--- src/common/ssh_regs.svh ---
// timing counts and field positions of the split-strobe host port
// Contract
// - little endian: low strobe even byte, high odd
// - little endian reads mirror write lane mapping
// - big endian: low strobe odd, high even (device ignores byte_order; low strobe always writes the even byte)
// - big endian reads: high even, low odd (device reads use the little endian mapping in both orders)
// - ignore address bit zero, decode word address
// - host write data valid by fourth edge
// - strobe start drives wait low
// - host holds strobes until wait released
// - wait released within half bus period
// - strobes idle one period between accesses
// - memory clock divided above fifty megahertz
`ifndef SSH_REGS_SVH
`define SSH_REGS_SVH
`define SSH_DATA_SETUP_EDGES 4
`define SSH_MIN_CYCLE 5
`define SSH_MIN_IDLE 1
`define SSH_BUS_CLK_HZ 20000000
`define SSH_MCLK_LIMIT_HZ 50000000
`define SSH_MCLK_DIV_LSB 4
`define SSH_MCLK_DIV_MSB 5
`define SSH_WAIT_CYCLES 2
`endif

--- src/common/ssh_pkg.sv ---
// types shared by both ends of the split-strobe host port
package ssh_pkg;
  typedef logic [15:0] ssh_word_t;
  typedef logic [15:0] ssh_waddr_t;
  typedef enum logic {ssh_little_e, ssh_big_e} ssh_order_t;
endpackage

--- src/common/ssh_bus_if.sv ---
// pin-level bus between host and device
`timescale 1ns/1ps
interface ssh_bus_if;
  logic [16:0] addr;
  logic cs_n;
  logic low_byte_write_strobe_n;
  logic high_byte_write_strobe_n;
  logic low_byte_read_strobe_n;
  logic high_byte_read_strobe_n;
  logic [15:0] host_d_out;
  logic host_d_oe;
  logic [15:0] dev_d_out;
  logic [1:0] dev_d_oe;
  logic wait_n_out;
  logic wait_oe;
  modport host (
    output addr, cs_n, low_byte_write_strobe_n, high_byte_write_strobe_n,
    output low_byte_read_strobe_n, high_byte_read_strobe_n,
    output host_d_out, host_d_oe,
    input dev_d_out, dev_d_oe, wait_n_out, wait_oe
  );
  modport device (
    input addr, cs_n, low_byte_write_strobe_n, high_byte_write_strobe_n,
    input low_byte_read_strobe_n, high_byte_read_strobe_n,
    input host_d_out, host_d_oe,
    output dev_d_out, dev_d_oe, wait_n_out, wait_oe
  );
endinterface

--- src/logic/ssh_device.sv ---
// device end: decodes strobes, holds off host with wait, steers byte lanes
`timescale 1ns/1ps
`include "ssh_regs.svh"
module ssh_device #(
  parameter int WAIT_CYCLES = `SSH_WAIT_CYCLES,
  parameter int MEM_WORDS = 256
) (
  input wire logic clk,
  input wire logic sys_rst,
  ssh_bus_if.device bus,
  input wire ssh_pkg::ssh_order_t byte_order,
  input wire logic [1:0] memory_clock_divide,
  output logic mclk_en,
  output logic div_required,
  output logic wr_pulse,
  output logic [15:0] wr_addr,
  output logic [1:0] wr_lanes
);
  import ssh_pkg::*;
  typedef enum {ssh_idle, ssh_hold, ssh_done} ssh_dstate_t;
  localparam int AW = $clog2(MEM_WORDS);
  ssh_word_t mem [MEM_WORDS];
  // all pins cross two flops before use
  logic [20:0] s1, s2;
  logic [15:0] d1, d2;
  always_ff @(posedge clk) begin
    s1 <= {bus.cs_n, bus.low_byte_write_strobe_n,
           bus.high_byte_write_strobe_n, bus.low_byte_read_strobe_n,
           bus.high_byte_read_strobe_n, bus.addr[16:1]};
    s2 <= s1;
    d1 <= bus.host_d_out;
    d2 <= d1;
  end
  logic cs, wl, wh, rl, rh;
  logic [15:0] waddr;
  assign cs = ~s2[20];
  assign wl = ~s2[19];
  assign wh = ~s2[18];
  assign rl = ~s2[17];
  assign rh = ~s2[16];
  assign waddr = s2[15:0];
  // physical lanes: index0 = D[7:0]; mapping fixed by strobe in both orders
  ssh_dstate_t state, next_state;
  logic [7:0] cnt, next_cnt;
  logic wait_oe, next_wait_oe;
  logic [15:0] rdata, next_rdata;
  logic [1:0] rd_oe, next_rd_oe;
  logic wr_pulse_q, next_wr_pulse;
  logic [1:0] lanes, next_lanes;
  logic [15:0] waddr_q, next_waddr;
  logic any_str;
  assign any_str = wl | wh | rl | rh;
  always_comb begin
    next_state = state;
    next_cnt = cnt;
    next_wait_oe = wait_oe;
    next_rdata = rdata;
    next_rd_oe = rd_oe;
    next_wr_pulse = 1'b0;
    next_lanes = lanes;
    next_waddr = waddr_q;
    unique case (state)
      ssh_idle: begin
        if (cs && any_str) begin
          next_state = ssh_hold;
          next_wait_oe = 1'b1;
          next_cnt = 8'h00;
          next_waddr = waddr;
          next_lanes = (wl | wh) ? {wh, wl} : {rh, rl};
        end
      end
      ssh_hold: begin
        next_cnt = cnt + 8'h01;
        // write data sampled after the fourth edge guarantee
        if (cnt >= 8'(`SSH_DATA_SETUP_EDGES + WAIT_CYCLES)) begin
          next_state = ssh_done;
          if (rl | rh) begin
            next_rdata = mem[waddr_q[AW-1:0]];
            next_rd_oe = {rh, rl};
          end else begin
            next_wr_pulse = 1'b1;
          end
        end
      end
      ssh_done: begin
        if (!any_str) begin
          next_state = ssh_idle;
          next_rd_oe = 2'b00;
        end
      end
    endcase
    if (state == ssh_done && !any_str)
      next_wait_oe = 1'b0;
  end
  always_ff @(posedge clk) begin
    if (sys_rst) begin
      state <= ssh_idle;
      cnt <= 8'h00;
      wait_oe <= 1'b0;
      rdata <= 16'h0000;
      rd_oe <= 2'b00;
      wr_pulse_q <= 1'b0;
      lanes <= 2'b00;
      waddr_q <= 16'h0000;
    end else begin
      state <= next_state;
      cnt <= next_cnt;
      wait_oe <= next_wait_oe;
      rdata <= next_rdata;
      rd_oe <= next_rd_oe;
      wr_pulse_q <= next_wr_pulse;
      lanes <= next_lanes;
      waddr_q <= next_waddr;
    end
  end
  always_ff @(posedge clk) begin
    if (next_wr_pulse) begin
      if (lanes[0])
        mem[waddr_q[AW-1:0]][7:0] <= d2[7:0];
      if (lanes[1])
        mem[waddr_q[AW-1:0]][15:8] <= d2[15:8];
    end
  end
  // wait low while held, released once the access completes
  assign bus.wait_oe = wait_oe;
  assign bus.wait_n_out = (state == ssh_done);
  assign bus.dev_d_out = rdata;
  assign bus.dev_d_oe = rd_oe;
  assign wr_pulse = wr_pulse_q;
  assign wr_addr = waddr_q;
  assign wr_lanes = lanes;
  // memory clock enable derived from bus clock by 2^divide
  logic [2:0] mdiv, next_mdiv;
  logic [2:0] mlim;
  assign mlim = 3'((3'h1 << memory_clock_divide) - 3'h1);
  always_comb begin
    next_mdiv = (mdiv >= mlim) ? 3'h0 : 3'(mdiv + 3'h1);
  end
  always_ff @(posedge clk) begin
    if (sys_rst)
      mdiv <= 3'h0;
    else
      mdiv <= next_mdiv;
  end
  assign mclk_en = (mdiv == 3'h0);
  assign div_required = (`SSH_BUS_CLK_HZ > `SSH_MCLK_LIMIT_HZ) &&
                        (memory_clock_divide == 2'b00);
endmodule

--- src/flat_wrapper.sv ---
// flat-port wrapper written by rule: the top's interface ports become plain ports
module ssh_device_flat import ssh_pkg::*;
#(
  parameter int WAIT_CYCLES = `SSH_WAIT_CYCLES,
  parameter int MEM_WORDS = 256
)
  (clk, sys_rst, byte_order, memory_clock_divide, mclk_en, div_required, wr_pulse, wr_addr, wr_lanes, bus_addr, bus_cs_n, bus_low_byte_write_strobe_n, bus_high_byte_write_strobe_n, bus_low_byte_read_strobe_n, bus_high_byte_read_strobe_n, bus_host_d_out, bus_host_d_oe, bus_dev_d_out, bus_dev_d_oe, bus_wait_n_out, bus_wait_oe);
  ssh_bus_if bus_i ();
  input wire logic clk;
  input wire logic sys_rst;
  input wire ssh_pkg::ssh_order_t byte_order;
  input wire logic [1:0] memory_clock_divide;
  output logic mclk_en;
  output logic div_required;
  output logic wr_pulse;
  output logic [15:0] wr_addr;
  output logic [1:0] wr_lanes;
  input wire logic [$bits(bus_i.addr)-1:0] bus_addr;
  input wire logic [$bits(bus_i.cs_n)-1:0] bus_cs_n;
  input wire logic [$bits(bus_i.low_byte_write_strobe_n)-1:0] bus_low_byte_write_strobe_n;
  input wire logic [$bits(bus_i.high_byte_write_strobe_n)-1:0] bus_high_byte_write_strobe_n;
  input wire logic [$bits(bus_i.low_byte_read_strobe_n)-1:0] bus_low_byte_read_strobe_n;
  input wire logic [$bits(bus_i.high_byte_read_strobe_n)-1:0] bus_high_byte_read_strobe_n;
  input wire logic [$bits(bus_i.host_d_out)-1:0] bus_host_d_out;
  input wire logic [$bits(bus_i.host_d_oe)-1:0] bus_host_d_oe;
  output wire logic [$bits(bus_i.dev_d_out)-1:0] bus_dev_d_out;
  output wire logic [$bits(bus_i.dev_d_oe)-1:0] bus_dev_d_oe;
  output wire logic [$bits(bus_i.wait_n_out)-1:0] bus_wait_n_out;
  output wire logic [$bits(bus_i.wait_oe)-1:0] bus_wait_oe;
  assign bus_i.addr = bus_addr;
  assign bus_i.cs_n = bus_cs_n;
  assign bus_i.low_byte_write_strobe_n = bus_low_byte_write_strobe_n;
  assign bus_i.high_byte_write_strobe_n = bus_high_byte_write_strobe_n;
  assign bus_i.low_byte_read_strobe_n = bus_low_byte_read_strobe_n;
  assign bus_i.high_byte_read_strobe_n = bus_high_byte_read_strobe_n;
  assign bus_i.host_d_out = bus_host_d_out;
  assign bus_i.host_d_oe = bus_host_d_oe;
  assign bus_dev_d_out = bus_i.dev_d_out;
  assign bus_dev_d_oe = bus_i.dev_d_oe;
  assign bus_wait_n_out = bus_i.wait_n_out;
  assign bus_wait_oe = bus_i.wait_oe;
  ssh_device #(.WAIT_CYCLES(WAIT_CYCLES), .MEM_WORDS(MEM_WORDS)) u_core (.clk(clk), .sys_rst(sys_rst), .bus(bus_i), .byte_order(byte_order), .memory_clock_divide(memory_clock_divide), .mclk_en(mclk_en), .div_required(div_required), .wr_pulse(wr_pulse), .wr_addr(wr_addr), .wr_lanes(wr_lanes));
endmodule
--- config.mk ---
export PLATFORM = sky130hd
export DESIGN_NAME = ssh_device_flat
export DESIGN_NICKNAME = d
export VERILOG_FILES = /design/src/common/ssh_pkg.sv /design/src/common/ssh_bus_if.sv /design/src/logic/ssh_device.sv /design/src/flat_wrapper.sv
export VERILOG_INCLUDE_DIRS = /design/src /design/src/common
export SDC_FILE = /design/constraint.sdc
export NUM_CORES = 2
export LEC_CHECK = 0
export BUFFER_PORTS_ARGS = -buffer_cell sky130_fd_sc_hd__buf_2
export CAP_MARGIN = 25
export CORE_MARGIN = 3
export CORE_UTILIZATION = 42
export CTS_CLUSTER_SIZE = 30
export DETAILED_ROUTE_END_ITERATION = 8
export MAX_ROUTING_LAYER = met4
export PLACE_DENSITY_LB_ADDON = 0.3
export SYNTH_ARGS = -nofsm -noshare
export SYNTH_HDL_FRONTEND = slang
export SYNTH_SLANG_ARGS = --single-unit
--- constraint.sdc ---
create_clock -name clk -period 5.9 [get_ports clk]
set_input_delay 0.59 -clock clk [delete_from_list [all_inputs] [get_ports clk]]
set_output_delay 0.59 -clock clk [all_outputs]
set_load 0.01 [all_outputs]
==> results.sh <==
export IMPL_slew_violations=0
export IMPL_clockPowerShare=0.397
export IMPL_drv_cap=0
export IMPL_synth_edf_count=4096
export IMPL_grt_pass1_wl_um=632800
export IMPL_arrival_ns=5.35
export IMPL_postCtsSetupBuffers=0
export IMPL_vias_per_cell=6.026
export IMPL_swShare=0.2399
export IMPL_drtAntennaViolNets=0
export IMPL_clk_latency_ns=0.99
export IMPL_drc=0
export IMPL_synth_flop_cell="edfxtp_1"
export IMPL_coreArea_mm2=0.3840
export IMPL_period_needed_ns=4.795
export IMPL_r2r_end="u_core.mem[11][3]$_DFFE_PP_"
export IMPL_io_buffers=80
export IMPL_clockBufferDepth=4
export IMPL_final_hold_violation_count=0
export IMPL_syn_area_per_cell_um2=20.87
export IMPL_path_cells="inv_2 -> nand2_1 -> nor2_1 -> nand2_2 -> nor2_1"
export IMPL_slew_headroom=0.05802
export IMPL_drt_total_wl_um=447600
export IMPL_crit_top_cell="nor2_1"
export IMPL_grt_pass1_vias=81950
export IMPL_endpoint_kind="register"
export IMPL_die_area_mm2=0.3951
export IMPL_outcome="finished, final reports clean"
export IMPL_area_delta_synth_final_pct=12.59
export IMPL_r2r_slack_ns=1.11
export IMPL_cts_htree_levels=5
export IMPL_setup_viol=0
export IMPL_mostFrequentLayoutCell="edfxtp_1"
export IMPL_crit_slowest_cell="nor2_1"
export IMPL_synth_xor_area_share=0.0002690
export IMPL_synth_top_family_by_area="multiplexers"
export IMPL_path_class="register to register"
export IMPL_r2r_start="u_core.wr_addr[2]$_SDFFE_PP0P_"
export IMPL_cts_repair_resized=0
export IMPL_grt_use_total=0.2298
export IMPL_peakVddDrop_mv=0.2551
export IMPL_hold_buffers=38
export IMPL_power_frac_seq=0.496
export IMPL_layout_worst_path_cycle_share=0.8127
export IMPL_nFillCells=31310
export IMPL_ys_warn_count=0
export IMPL_p_int_uw=50890
export IMPL_nets=8149
export IMPL_num_rows=227
export IMPL_synth_compound_area_frac=0.02565
export IMPL_cts_tree="yes"
export IMPL_ios=85
export IMPL_via_count=81960
export IMPL_layout_common_cells="4096 x edfxtp_1, 946 x mux4_2, 630 x nor2_1, 437 x clkbuf_16, 306 x nand2_1"
export IMPL_muxShareOfSynthArea=0.1554
export IMPL_hold_class="primary input to register"
export IMPL_synthArstFlopShare=0
export IMPL_yosysSeqAreaShare=0.7709
export IMPL_crit_path_start_kind="register"
export IMPL_grt_overflow=0
export IMPL_syn_area_mm2=0.1628
export IMPL_tightestPinTransition_ns=1.413
export IMPL_die_w_um=628.6
export IMPL_critPathMaxFanout=26
export IMPL_synthSimpleGateAreaFrac=0.02912
export IMPL_cpPeakStageDelay_ns=1.02
export IMPL_clock_sinks=4221
export IMPL_rsz0062_at_grt="no"
export IMPL_first_pass_iters=8
export IMPL_antenna_found_initial=18
export IMPL_crit_start="u_core.wr_addr[2]$_SDFFE_PP0P_"
export IMPL_setup_worst_path_end="u_core.mem[11][3]$_DFFE_PP_"
export IMPL_die_h_um=628.6
export IMPL_synth_seq_cells=4221
export IMPL_globalplace_congestion=0.8571
export IMPL_skew_ns=0.06632
export IMPL_r2r_cells=5
export IMPL_crit_required_ns=6.45
export IMPL_grt_max_degree=224
export IMPL_synth_cell_types=76
export IMPL_fin_setup_tns_ns=0
export IMPL_syn_nets=7854
export IMPL_p_switching_uw=16060
export IMPL_wire_per_inst_um=32.91
export IMPL_drive_above_1_share=0.2341
export IMPL_hpwl_um=268600
export IMPL_initial_core_util=0.4239
export IMPL_numCtsBuffers=423
export IMPL_p_comb_frac=0.107
export IMPL_fin_util=0.4773
export IMPL_p_per_area_mw_per_mm2=365.2
export IMPL_fmax_mhz=208.6
export IMPL_p_leak_uw=0.05573
export IMPL_whs_ns=0.1649
export IMPL_drtIter0Drc=11010
export IMPL_path_clk_slew_ns=0.06
export IMPL_syn_inst=7800
export IMPL_yosys_area_share_adder=0.0007686
export IMPL_ctsRootBufferMaster="clkbuf_16"
-- synth_stat cells, types with 13 or more instances --
| cell type | number | share of area |
|---|---|---|
| edfxtp_1 | 4096 | 0.76 |
| mux4_2 | 946 | 0.13 |
| nor2_1 | 635 | 0.015 |
| nand2_1 | 315 | 0.0073 |
| mux2i_1 | 302 | 0.019 |
| clkbuf_1 | 159 | 0.0037 |
| buf_2 | 139 | 0.0043 |
| dfxtp_1 | 125 | 0.015 |
| a21oi_1 | 111 | 0.0034 |
| buf_4 | 94 | 0.0043 |
| o22ai_1 | 89 | 0.0034 |
| a22oi_1 | 83 | 0.0038 |
| o21ai_0 | 74 | 0.0023 |
| mux2_2 | 67 | 0.0046 |
| buf_6 | 57 | 0.0039 |
| nand3_1 | 49 | 0.0015 |
| a31oi_1 | 36 | 0.0014 |
| a32oi_1 | 36 | 0.0019 |
| nor3_1 | 31 | 0.00095 |
| a221oi_1 | 30 | 0.0016 |
| a211oi_1 | 20 | 0.00092 |
| a22o_1 | 20 | 0.0011 |
| nor4_1 | 19 | 0.00073 |
| a311oi_1 | 17 | 0.00091 |
| and3_1 | 17 | 0.00065 |
| nand2b_1 | 14 | 0.00054 |
| nor2b_1 | 14 | 0.00054 |
| buf_1 | 13 | 0.00030 |
| nand4_1 | 13 | 0.00050 |
-- worst max-delay path, delay by kind of cell, from the launching register on --
family / cells / cell delay [ns]
buf+inv: 1 / 0.76
flops: 1 / 0.61
simple gates: 4 / 2.89
-- metrics by stage --
step           worst slack, ns  cells  cell area [um^2]  total power (uW)
4_1_cts                  1.227  13590            183300             67280
6_report                 1.105  13600            183300             66940
3_3_place_gp             1.299  12780            169200             40860
2_1_floorplan            1.666   7800            162800             38350
5_1_grt                  1.250  13600            183300             68810
3_5_place_dp             1.268  12780            169300             40940
-- cells by family (layout without fill, tap and decap cells) --
logic type,after synthesis,count (layout)
multiplexers,1323,1323
AO/OA/AOI/OAI,609,609
XOR/XNOR,5,5
adder cells (fa/ha/maj),10,10
flip-flops,4221,4221
buffers and inverters,486,1126
AND/OR/NAND/NOR,1145,1145
other,1,11
-- power groups by stage --
stage | Clock [uW] | Combinational [uW] | Sequential [uW]
after global placement | 0 | 7070 | 33800
after CTS | 26900 | 7180 | 33200
after detailed placement | 0 | 7130 | 33800
final | 26600 | 7170 | 33200
after global routing | 28100 | 7490 | 33200
after floorplan | 0 | 4460 | 33900
-- final cells by class --
| type | instances | area (um^2) | area share |
|---|---|---|---|
| clock inverter | 231 | 2170 | 0.01184 |
| sequential | 4221 | 125600 | 0.6852 |
| clock buffer | 539 | 11390 | 0.06213 |
| timing repair buffer | 341 | 3083 | 0.01682 |
| multi-input combinational | 3093 | 34520 | 0.1884 |
| antenna | 10 | 25.02 | 0.0001365 |
| tap | 5152 | 6446 | 0.03517 |
| inverter | 15 | 73.82 | 0.0004027 |
-- registers in the layout (all words and copies together), names as in the netlist, 8 cells and up --
signal,count
u_core.s2,21
u_core.mem,4096
u_core.cnt,8
u_core.s1,21
u_core.d1,16
u_core.bus.dev_d_out,16
u_core.wr_addr,16
u_core.d2,16
-- layer usage --
metal,global-route usage,wire [um],vias up
met5,-,0,-
met4,0.07858,17320,0
met1,0.3105,176300,43980
li1,-,-,32880
met3,0.04726,42560,780
met2,0.3495,211400,4330
-- how the worst min path moves through the flow --
stage | from | to | slack (ns) | depth (start not counted)
floorplan | u_core.d1[0]$_DFF_P_ | u_core.d2[0]$_DFF_P_ | 0.31 | 0
global placement | u_core.s1[1]$_DFF_P_ | u_core.s2[1]$_DFF_P_ | 0.31 | 0
detailed placement | u_core.s1[0]$_DFF_P_ | u_core.s2[0]$_DFF_P_ | 0.31 | 0
CTS | memory_clock_divide[0] | u_core.mdiv[1]$_SDFF_PP0_ | 0.10 | 5
global route | memory_clock_divide[0] | u_core.mdiv[1]$_SDFF_PP0_ | 0.18 | 5
finish | memory_clock_divide[1] | u_core.mdiv[1]$_SDFF_PP0_ | 0.16 | 5
No activity file was read; power rests on OpenSTA's default activity.
